**src/include/pag_map.vh**
```
// register map, field positions and timing constants for pulse acceptance gating
`ifndef PAG_MAP_VH
`define PAG_MAP_VH

// ****************
// register offsets
// ****************
`define PAG_CTRL_OFS     12'h000
`define PAG_STATUS_OFS   12'h004
`define PAG_ACC_CNT_OFS  12'h008
`define PAG_REJ_CNT_OFS  12'h00C
`define PAG_PEAK_CNT_OFS 12'h010

// ****************
// control fields
// ****************
`define PAG_CTRL_ANALYZE 0
`define PAG_CTRL_CLRCNT  1
`define PAG_CTRL_RESET   32'h00000000

// ****************
// status fields
// ****************
`define PAG_ST_OCCUPIED  0
`define PAG_ST_ENGAGED   1
`define PAG_ST_REJECT    2
`define PAG_ST_CLAMP     3
`define PAG_ST_DEAD      4
`define PAG_ST_LOWER     5
`define PAG_ST_UPPER     6
`define PAG_ST_FLOOR     7
`define PAG_ST_ZERO      8
`define PAG_ST_ANALYZE   9

// ****************
// timing
// ****************
`define PAG_CLK_NS       10
`define PAG_PULSE_NS     50
`define PAG_PULSE_CYC    ((`PAG_PULSE_NS + `PAG_CLK_NS - 1) / `PAG_CLK_NS)
`define PAG_CNT_W        16

`endif

```
**src/hw/pag_sync.v**
```verilog
// two-stage synchroniser for asynchronous comparator levels
`timescale 1ns/10ps
`default_nettype none

module pag_sync #(
	parameter WIDTH = 5
) (
	input  wire             pclk,    // clock
	input  wire             presetn, // async reset, active low
	input  wire [WIDTH-1:0] async_in, // levels from analog front end
	output wire [WIDTH-1:0] sync_out  // synchronised levels
);

	reg [WIDTH-1:0] meta;
	reg [WIDTH-1:0] stable;

	genvar i;
	generate
		for (i = 0; i < WIDTH; i = i + 1) begin : g_bit
			always @(posedge pclk or negedge presetn) begin
				if (!presetn) begin
					meta[i]   <= 1'b0;
					stable[i] <= 1'b0;
				end else begin
					meta[i]   <= async_in[i];
					stable[i] <= meta[i];
				end
			end
		end
	endgenerate

	assign sync_out = stable;

endmodule // pag_sync

`default_nettype wire

```
**src/hw/pag_pulse.v**
```verilog
// fixed-length one-shot, retriggers ignored while running
`timescale 1ns/10ps
`default_nettype none

module pag_pulse #(
	parameter CYC = 5,
	parameter CW  = 4
) (
	input  wire pclk,    // clock
	input  wire presetn, // async reset, active low
	input  wire fire,    // start request, one cycle
	output reg  active,  // high for CYC cycles
	output reg  done     // one-cycle pulse at trailing edge
);

	reg [CW-1:0] count;

	always @(posedge pclk or negedge presetn) begin
		if (!presetn) begin
			count  <= {CW{1'b0}};
			active <= 1'b0;
			done   <= 1'b0;
		end else begin
			done <= 1'b0;
			if (active) begin
				if (count == CYC[CW-1:0] - 1'b1) begin
					active <= 1'b0;
					done   <= 1'b1;
					count  <= {CW{1'b0}};
				end else begin
					count <= count + 1'b1;
				end
			end else if (fire) begin
				active <= 1'b1;
				count  <= {CW{1'b0}};
			end
		end
	end

endmodule // pag_pulse

`default_nettype wire

```
**src/hw/pag_gating.v**
```verilog
// start-of-conversion acceptance and reject gating with APB registers
//
// Implementation choices: the APB slave port and the register addresses.
`timescale 1ns/10ps
`default_nettype none
`include "pag_map.vh"

module pag_gating #(
	parameter PULSE_CYC = `PAG_PULSE_CYC,
	parameter CNT_W     = `PAG_CNT_W
) (
	input  wire        pclk,               // 100 MHz clock
	input  wire        presetn,            // async reset, active low
	input  wire        psel,               // apb select
	input  wire        penable,            // apb access phase
	input  wire        pwrite,             // apb write
	input  wire [11:0] paddr,              // apb byte address
	input  wire [31:0] pwdata,             // apb write data
	output reg  [31:0] prdata,             // apb read data
	output wire        pready,             // apb ready
	output wire        pslverr,            // apb error, unmapped
	input  wire        peak_trigger,       // peak seen, async level
	input  wire        lower_window_pass,  // above lower window, async
	input  wire        upper_window_trip,  // above upper window, async
	input  wire        above_floor_level,  // above floor, async
	input  wire        zero_bias_pass,     // above zero bias, async
	input  wire        conv_clear,         // end of conversion, store/clear
	output reg         peak_strobe_n,      // 50 ns low strobe
	output reg         gated_strobe_n,     // 50 ns low, analyze gated
	output reg         stretcher_occupied_latch,   // conversion started
	output reg         stretcher_occupied_latch_n, // complement
	output reg         converter_engaged,  // converter busy
	output reg         reject_latch,       // reject state
	output reg         strong_discharge,   // low-ohm stretcher shunt
	output reg         slow_discharge_en,  // high-ohm stretcher shunt
	output reg         stretcher_clamp_hold, // clamp hold
	output reg         dead_time,          // live-time correction
	output reg         reject_reset,       // internal reset pulse
	output reg         store_inhibit       // store suppressed
);

	// ****************
	// input synchronisation
	// ****************
	wire [4:0] s_in;
	wire       s_trig;
	wire       s_lower;
	wire       s_upper;
	wire       s_floor;
	wire       s_zero;

	pag_sync #(
		.WIDTH(5)
	) u_sync (
		.pclk    (pclk),
		.presetn (presetn),
		.async_in({zero_bias_pass, above_floor_level,
			upper_window_trip, lower_window_pass, peak_trigger}),
		.sync_out(s_in)
	);

	assign s_trig  = s_in[0];
	assign s_lower = s_in[1];
	assign s_upper = s_in[2];
	assign s_floor = s_in[3];
	assign s_zero  = s_in[4];

	// ****************
	// register state
	// ****************
	reg                analyze_en;
	reg                trig_q;
	reg                clamp_q;
	reg  [3*CNT_W-1:0] evt_cnt;
	wire [CNT_W-1:0]   acc_cnt;
	wire [CNT_W-1:0]   rej_cnt;
	wire [CNT_W-1:0]   peak_cnt;

	// ****************
	// peak strobe
	// ****************
	wire trig_rise;
	wire peak_fire;
	wire gate_fire;
	wire peak_active;
	wire gate_active;
	wire gate_done;

	assign trig_rise = s_trig & ~trig_q;
	assign peak_fire = trig_rise & s_lower & ~reject_latch;
	assign gate_fire = peak_fire & analyze_en;

	pag_pulse #(
		.CYC(PULSE_CYC),
		.CW (4)
	) u_peak (
		.pclk   (pclk),
		.presetn(presetn),
		.fire   (peak_fire),
		.active (peak_active),
		.done   ()
	);

	pag_pulse #(
		.CYC(PULSE_CYC),
		.CW (4)
	) u_gate (
		.pclk   (pclk),
		.presetn(presetn),
		.fire   (gate_fire),
		.active (gate_active),
		.done   (gate_done)
	);

	// ****************
	// next-state logic
	// ****************
	reg next_occupied;
	reg next_engaged;
	reg next_reject;
	reg next_clamp;
	reg occ_set;
	reg rej_set;
	reg rej_sensed;

	always @* begin
		// no reject may stand when the gated strobe ends
		occ_set    = gate_done & ~reject_latch & s_zero;
		// engaged with reject and floor gone: handed over as a reject
		rej_sensed = converter_engaged & reject_latch & ~s_floor;
		rej_set    = s_upper & ~reject_latch;

		next_occupied = stretcher_occupied_latch;
		if (!s_zero)
			next_occupied = 1'b0;
		else if (occ_set)
			next_occupied = 1'b1;

		next_engaged = converter_engaged;
		if (occ_set)
			next_engaged = 1'b1;
		else if (rej_sensed || conv_clear)
			next_engaged = 1'b0;

		next_clamp = s_floor | next_engaged;

		// an upper trip still high wins over the clamp-fall clear
		next_reject = reject_latch;
		if (s_upper)
			next_reject = 1'b1;
		else if (clamp_q && !next_clamp)
			next_reject = 1'b0;
	end

	// ****************
	// peak and gated strobes
	// ****************
	// straight from the one-shot flops: low for exactly PULSE_CYC cycles
	always @* begin
		peak_strobe_n  = ~peak_active;
		gated_strobe_n = ~gate_active;
	end

	// ****************
	// edge history
	// ****************
	always @(posedge pclk or negedge presetn) begin
		if (!presetn) begin
			trig_q  <= 1'b0;
			clamp_q <= 1'b0;
		end else begin
			trig_q  <= s_trig;
			clamp_q <= next_clamp;
		end
	end

	// ****************
	// stretcher occupied latch
	// ****************
	always @(posedge pclk or negedge presetn) begin
		if (!presetn) begin
			stretcher_occupied_latch   <= 1'b0;
			stretcher_occupied_latch_n <= 1'b1;
		end else begin
			stretcher_occupied_latch   <= next_occupied;
			stretcher_occupied_latch_n <= ~next_occupied;
		end
	end

	// ****************
	// engaged and reject latches
	// ****************
	always @(posedge pclk or negedge presetn) begin
		if (!presetn) begin
			converter_engaged <= 1'b0;
			reject_latch      <= 1'b0;
			strong_discharge  <= 1'b0;
		end else begin
			converter_engaged <= next_engaged;
			reject_latch      <= next_reject;
			strong_discharge  <= next_reject;
		end
	end

	// ****************
	// clamp hold, discharge and dead time
	// ****************
	always @(posedge pclk or negedge presetn) begin
		if (!presetn) begin
			stretcher_clamp_hold <= 1'b0;
			slow_discharge_en    <= 1'b1;
			dead_time            <= 1'b0;
		end else begin
			stretcher_clamp_hold <= next_clamp;
			slow_discharge_en    <= ~next_clamp;
			dead_time            <= next_clamp | s_lower;
		end
	end

	// ****************
	// reject reset and store inhibit
	// ****************
	// a reject sensed with a new start in one cycle keeps the store blocked
	always @(posedge pclk or negedge presetn) begin
		if (!presetn) begin
			reject_reset  <= 1'b0;
			store_inhibit <= 1'b0;
		end else begin
			reject_reset <= rej_sensed;
			if (rej_sensed)
				store_inhibit <= 1'b1;
			else if (occ_set)
				store_inhibit <= 1'b0;
		end
	end

	// ****************
	// apb slave
	// ****************
	wire       wr_en;
	wire       rd_setup;
	reg        mapped;
	reg [31:0] rd_word;
	wire [31:0] status_word;

	assign pready   = 1'b1;
	assign wr_en    = psel & penable & pwrite & mapped;
	assign rd_setup = psel & ~penable & ~pwrite;
	assign pslverr  = psel & penable & ~mapped;

	assign status_word = {22'h000000, analyze_en, s_zero, s_floor,
		s_upper, s_lower, dead_time, stretcher_clamp_hold,
		reject_latch, converter_engaged, stretcher_occupied_latch};

	always @* begin
		mapped  = 1'b1;
		rd_word = 32'h00000000;
		case (paddr)
			`PAG_CTRL_OFS:
				rd_word = {31'h00000000, analyze_en};
			`PAG_STATUS_OFS:
				rd_word = status_word;
			`PAG_ACC_CNT_OFS:
				rd_word[CNT_W-1:0] = acc_cnt;
			`PAG_REJ_CNT_OFS:
				rd_word[CNT_W-1:0] = rej_cnt;
			`PAG_PEAK_CNT_OFS:
				rd_word[CNT_W-1:0] = peak_cnt;
			default:
				mapped = 1'b0;
		endcase
	end

	always @(posedge pclk or negedge presetn) begin
		if (!presetn) begin
			prdata <= 32'h00000000;
		end else if (rd_setup) begin
			prdata <= rd_word;
		end
	end

	// ****************
	// control and event counters
	// ****************
	localparam [31:0] CTRL_RST = `PAG_CTRL_RESET;

	wire       ctrl_wr;
	wire       clr_cnt;
	wire [2:0] cnt_evt;

	assign ctrl_wr = wr_en & (paddr == `PAG_CTRL_OFS);
	assign clr_cnt = ctrl_wr & pwdata[`PAG_CTRL_CLRCNT];
	assign cnt_evt = {peak_fire, rej_set, occ_set};

	always @(posedge pclk or negedge presetn) begin
		if (!presetn) begin
			analyze_en <= CTRL_RST[`PAG_CTRL_ANALYZE];
		end else if (ctrl_wr) begin
			analyze_en <= pwdata[`PAG_CTRL_ANALYZE];
		end
	end

	// one counter per event: accepted, rejected, peak strobes
	// an event and a clear in the same cycle leave the counter at 1
	genvar gi;
	generate
		for (gi = 0; gi < 3; gi = gi + 1) begin : g_cnt
			always @(posedge pclk or negedge presetn) begin
				if (!presetn) begin
					evt_cnt[gi*CNT_W +: CNT_W] <= {CNT_W{1'b0}};
				end else if (cnt_evt[gi]) begin
					evt_cnt[gi*CNT_W +: CNT_W] <= clr_cnt
						? {{(CNT_W-1){1'b0}}, 1'b1}
						: evt_cnt[gi*CNT_W +: CNT_W] + 1'b1;
				end else if (clr_cnt) begin
					evt_cnt[gi*CNT_W +: CNT_W] <= {CNT_W{1'b0}};
				end
			end
		end
	endgenerate

	assign acc_cnt  = evt_cnt[CNT_W-1:0];
	assign rej_cnt  = evt_cnt[2*CNT_W-1:CNT_W];
	assign peak_cnt = evt_cnt[3*CNT_W-1:2*CNT_W];

endmodule // pag_gating

`default_nettype wire

```
**config.mk**
```make
export PLATFORM = sky130hd
export DESIGN_NAME = pag_gating
export DESIGN_NICKNAME = d
export VERILOG_FILES = /design/src/hw/pag_sync.v /design/src/hw/pag_pulse.v /design/src/hw/pag_gating.v
export VERILOG_INCLUDE_DIRS = /design/src /design/src/include
export SDC_FILE = /design/constraint.sdc
export NUM_CORES = 1
export LEC_CHECK = 0
export BUFFER_PORTS_ARGS = -buffer_cell sky130_fd_sc_hd__buf_4
export CAP_MARGIN = 20
export CORE_MARGIN = 1
export CORE_UTILIZATION = 45
export CTS_CLUSTER_SIZE = 25
export DETAILED_ROUTE_END_ITERATION = 10
export PLACE_DENSITY = 0.68
export SLEW_MARGIN = 10
export SYNTH_ARGS = -nofsm -noshare
export SYNTH_HDL_FRONTEND = slang
export SYNTH_SLANG_ARGS = --single-unit
```
**constraint.sdc**
```tcl
create_clock -name pclk -period 6.18 [get_ports pclk]
set_clock_uncertainty 0.05 [all_clocks]
set_input_delay 0.309 -clock pclk [delete_from_list [all_inputs] [get_ports pclk]]
set_output_delay 0.309 -clock pclk [all_outputs]
set_load 0.02 [all_outputs]
```
==> key figures <==
Clock network
  • Root Buffer: clkbuf_8
  • H-tree depth: 3
  • Inserted Clock Buffers: 9
  • Clock transition at path regs: 0.09 ns
  • Clock sinks: 96
  • PostCTS Resize Cnt: 0
  • Post-CTS setup buffer count: 0
  • Hold buffer count at CTS: 5
  • Clk buf depth: 2
  • Clk_lat worst skew: 0.35 ns
  • CTS tree: built

Route
  • Routed Antenna Nets: 0
  • Initial DRC Count: 312
  • Drt total wl: 11.7 mm
  • DR vias: 3921
  • Vias per cell: between 5 and 6
  • Met3 wire length: between 500 and 600 µm
  • TritonRoute pass-1 iters: 6
  • Max layer used: met4
  • DR WL met2: ~5.6 mm
  • Metal-1 WL: roughly 5.4 mm
  • Mean routed wirelength per cell: around 17 µm
  • Drc violations: 0

Cells and area
  • Final #Nets: a little over 600
  • Fillers: 977
  • # diodes: 0
  • Area of the multi-input gates: approximately 2300 µm²
  • Storage cell area: between 2000 and 2500 µm²
  • Syn-to-layout area delta: 13.7%
  • Fraction of layout cells with a size suffix above 1: between 10% and 20%
  • Design Area, Final: about 5600 µm²

Synthesis
  • Synthesized instance count: roughly 500
  • Multiplexer share of the synthesized area: 3.08%
  • Area leader, netlist: dfrtp_1
  • Top cells by area, synth: dfrtp_1 48%, xnor2_1 3.4%, nand2_1 3.4%
  • Top cell type's share of synthesized area: about 48%
  • Sequential area share after synthesis: slightly below 50%
  • Simple-gate share of the synthesized area: roughly 22%
  • Ys async rst share: between 90% and 100%
  • Synth Register Bits: 96
  • Number of synthesized flops with an enable pin: 0
  • Synth cell types: between 50 and 60
  • Synth Cell Area: around 4900 µm²
  • Synth Area per Inst: about 10 µm²
  • Xor/xnor share of the synthesized area: under 10%
  • Primary FF master, synth: dfrtp_1
  • Ys Warns: 0
  • Synth Area in Compound Gates: between 10% and 20%
  • Post-Synth Adder-Cell Area: between 1.5 and 2%
  • Combinational family with the most area after synthesis: simple AND/OR/NAND/NOR gates

Floorplan
  • Chip width: between 100 and 150 µm
  • Floorplan row count: 37
  • Effective utilization at floorplan: 47.0%
  • Die area: roughly 11000 µm²
  • IO Count: slightly above 100
  • Die Ht: about 110 µm
  • Core Region: 10500 µm²

Pwr
  • Worst vdd ir: between 150 and 200 µV
  • Overall power: around 1.7 mW
  • LEAKAGE: approximately 2.3 nW
  • Power Density: between 200 and 300 nW/µm²

Hold path
  • Worst Hold Endpoint: analyze_en$_DFFE_PN0P_
  • Hold path cells: 2
  • Hold Crit Start: pwdata[0]
  • Min-delay worst type: in -> reg

Global route
  • Total track usage: a little over a fifth
  • Vias in the first global route: about 3.7k
  • First-pass GRT wire length: between 15 and 20 mm
  • Initial antenna violation count: 0
  • Pin count of the biggest net entering global routing: 74
  • Grt ovf: 0

Timing
  • Slew Viols, Final: 0
  • Fin crit share: between 40 and 50%
  • WHS: 0.148 ns
  • Unrepaired setup endpoints after global routing: false
  • Peak Freq: slightly above 400 MHz
  • Final Hold Fails: 0
  • Measured slew at the worst slew-check pin: approximately 1.1 ns
  • Final Setup Violations: 0
  • Fin crit period: 2.47 ns
  • Slew headroom: 23.3%
  • Post-Route Setup TNS: 0 ns

Worst setup path
  • Critical Path RT: 6.33 ns
  • Register-to-register setup slack: 3.80 ns
  • Cells on worst reg2reg path: 4
  • WS Path Type: in -> reg
  • Worst r2r src: strong_discharge$_DFFE_PN0P_
  • Largest delay contributor family on the critical path: simple AND/OR/NAND/NOR gates
  • Worst path depth: 5
  • CP Launch Type: primary input
  • WP buf/inv: 1
  • Crit-path cells: buf_4, or4_1, or4_4, nor2_4, nor3_1
  • WP data arrival: 2.62 ns
  • Slowest-stage cell, CP: nor2_4
  • Slowest stage delay, CP: between 0.7 and 0.8 ns
  • FF-to-FF End: peak_cnt[15]$_DFFE_PN0P_
  • Worst-path fanout max: 40
  • Endpoint type of the worst setup path: flop

Status
  • Status: completed

Job
  • Max-capacitance violation count: 0

Place
  • Area after DPL: 5330 µm²
  • Gpl congestion: 0.848
  • DP HPWL: ~8.4 mm
  • I/O Buffers: 53
[logic make-up after synthesis]
| kind of cell | after synthesis |
|---|---|
| flops | 96 |
| buf+inv | 56 |
| other cells | 2 |
| compound gates | 88 |
| xor+xnor | 36 |
| simple gates | 202 |
| mux | 14 |
| fa+ha+maj | 7 |
[sequential cells by signal, summed over array words and instances (netlist names), 4 cells and up]
name,count
u_peak.count,4
u_sync.sync_out,5
prdata,16
acc_cnt,16
u_gate.count,4
rej_cnt,16
u_sync.meta,5
peak_cnt,16
[worst reg2reg max path: cells and delay by family (launching register included)]
| family | cells | cell delay (ns) |
|---|---|---|
| and+or+nand+nor | 2 | 1.24 |
| DFF | 1 | 0.57 |
| AOI/OAI and AO/OA | 2 | 0.41 |
[cell usage in the layout, fill, tap and decap left out, types with 12 or more instances in the layout]
cell type / count
a21oi_1: 14
xnor2_1: 19
buf_4: 55
conb_1: 17
nand2_1: 44
a32oi_1: 12
xor2_1: 17
inv_1: 17
o21ai_0: 21
dfrtp_1: 94
nor3_1: 12
nand3_1: 19
nor2_1: 42
nand4_1: 17
[routing by layer]
metal	global-route usage, %	vias up
met4	5.77	0
met5	0	-
met3	3.43	13
met2	34.8	123
li1	-	1843
met1	29.8	1942
[stage by stage]
step                util, %  instances  setup WS (ns)
floorplan                 -        516           4.12
global placement       51.0        668           3.35
detailed placement     51.0        668           3.33
CTS                    53.3        689           3.72
global route           53.4        690           3.59
finish                 53.4        690           3.71
[worst max-delay path by stage]
| stage | from | endpoint | slack, ns |
|---|---|---|---|
| after floorplan | paddr[11] | peak_cnt[13]$_DFFE_PN0P_ | 4.12 |
| after global placement | paddr[11] | peak_cnt[13]$_DFFE_PN0P_ | 3.35 |
| after detailed placement | paddr[11] | rej_cnt[13]$_DFFE_PN0P_ | 3.33 |
| after CTS | paddr[11] | rej_cnt[13]$_DFFE_PN0P_ | 3.72 |
| after global routing | paddr[11] | rej_cnt[13]$_DFFE_PN0P_ | 3.59 |
| final | paddr[11] | rej_cnt[13]$_DFFE_PN0P_ | 3.71 |
[layout make-up]
class,instances,area share [%]
sequential,96,43.0
multi-input combinational,364,40.8
timing repair buffer,61,8.46
tap,136,3.04
clock buffer,11,2.53
inverter,17,1.14
clock inverter,5,1.01
[Yosys cell counts, drive strengths merged, types with 2 or more instances]
cell / number
a21boi: 5
clkbuf: 15
o31ai: 3
a22oi: 4
or2: 2
nand3: 19
a211oi: 3
a31oi: 10
nor2: 43
nand2b: 4
nor4: 8
a2bb2oi: 3
dfrtp: 94
o21ba: 2
mux2: 9
xor2: 17
nor4b: 2
a21oi: 14
conb: 2
and3: 7
xnor2: 19
a21o: 2
inv: 17
o21ai: 26
nand3b: 2
nand4: 17
and2: 7
nand2: 44
and4: 7
ha: 7
nor3: 12
nor2b: 6
and4b: 2
or4: 7
dfstp: 2
or3: 8
a32oi: 12
buf: 24
mux2i: 5
[report_power, final]
group	internal, mW	switching (mW)	leakage, nW	total, mW
Sequential	0.725	0.164	1.11	0.890
Clock	0.198	0.213	0.0993	0.411
Combinational	0.169	0.202	1.08	0.372
Total	1.09	0.580	2.29	1.67
(Power assumes the default switching activity.)
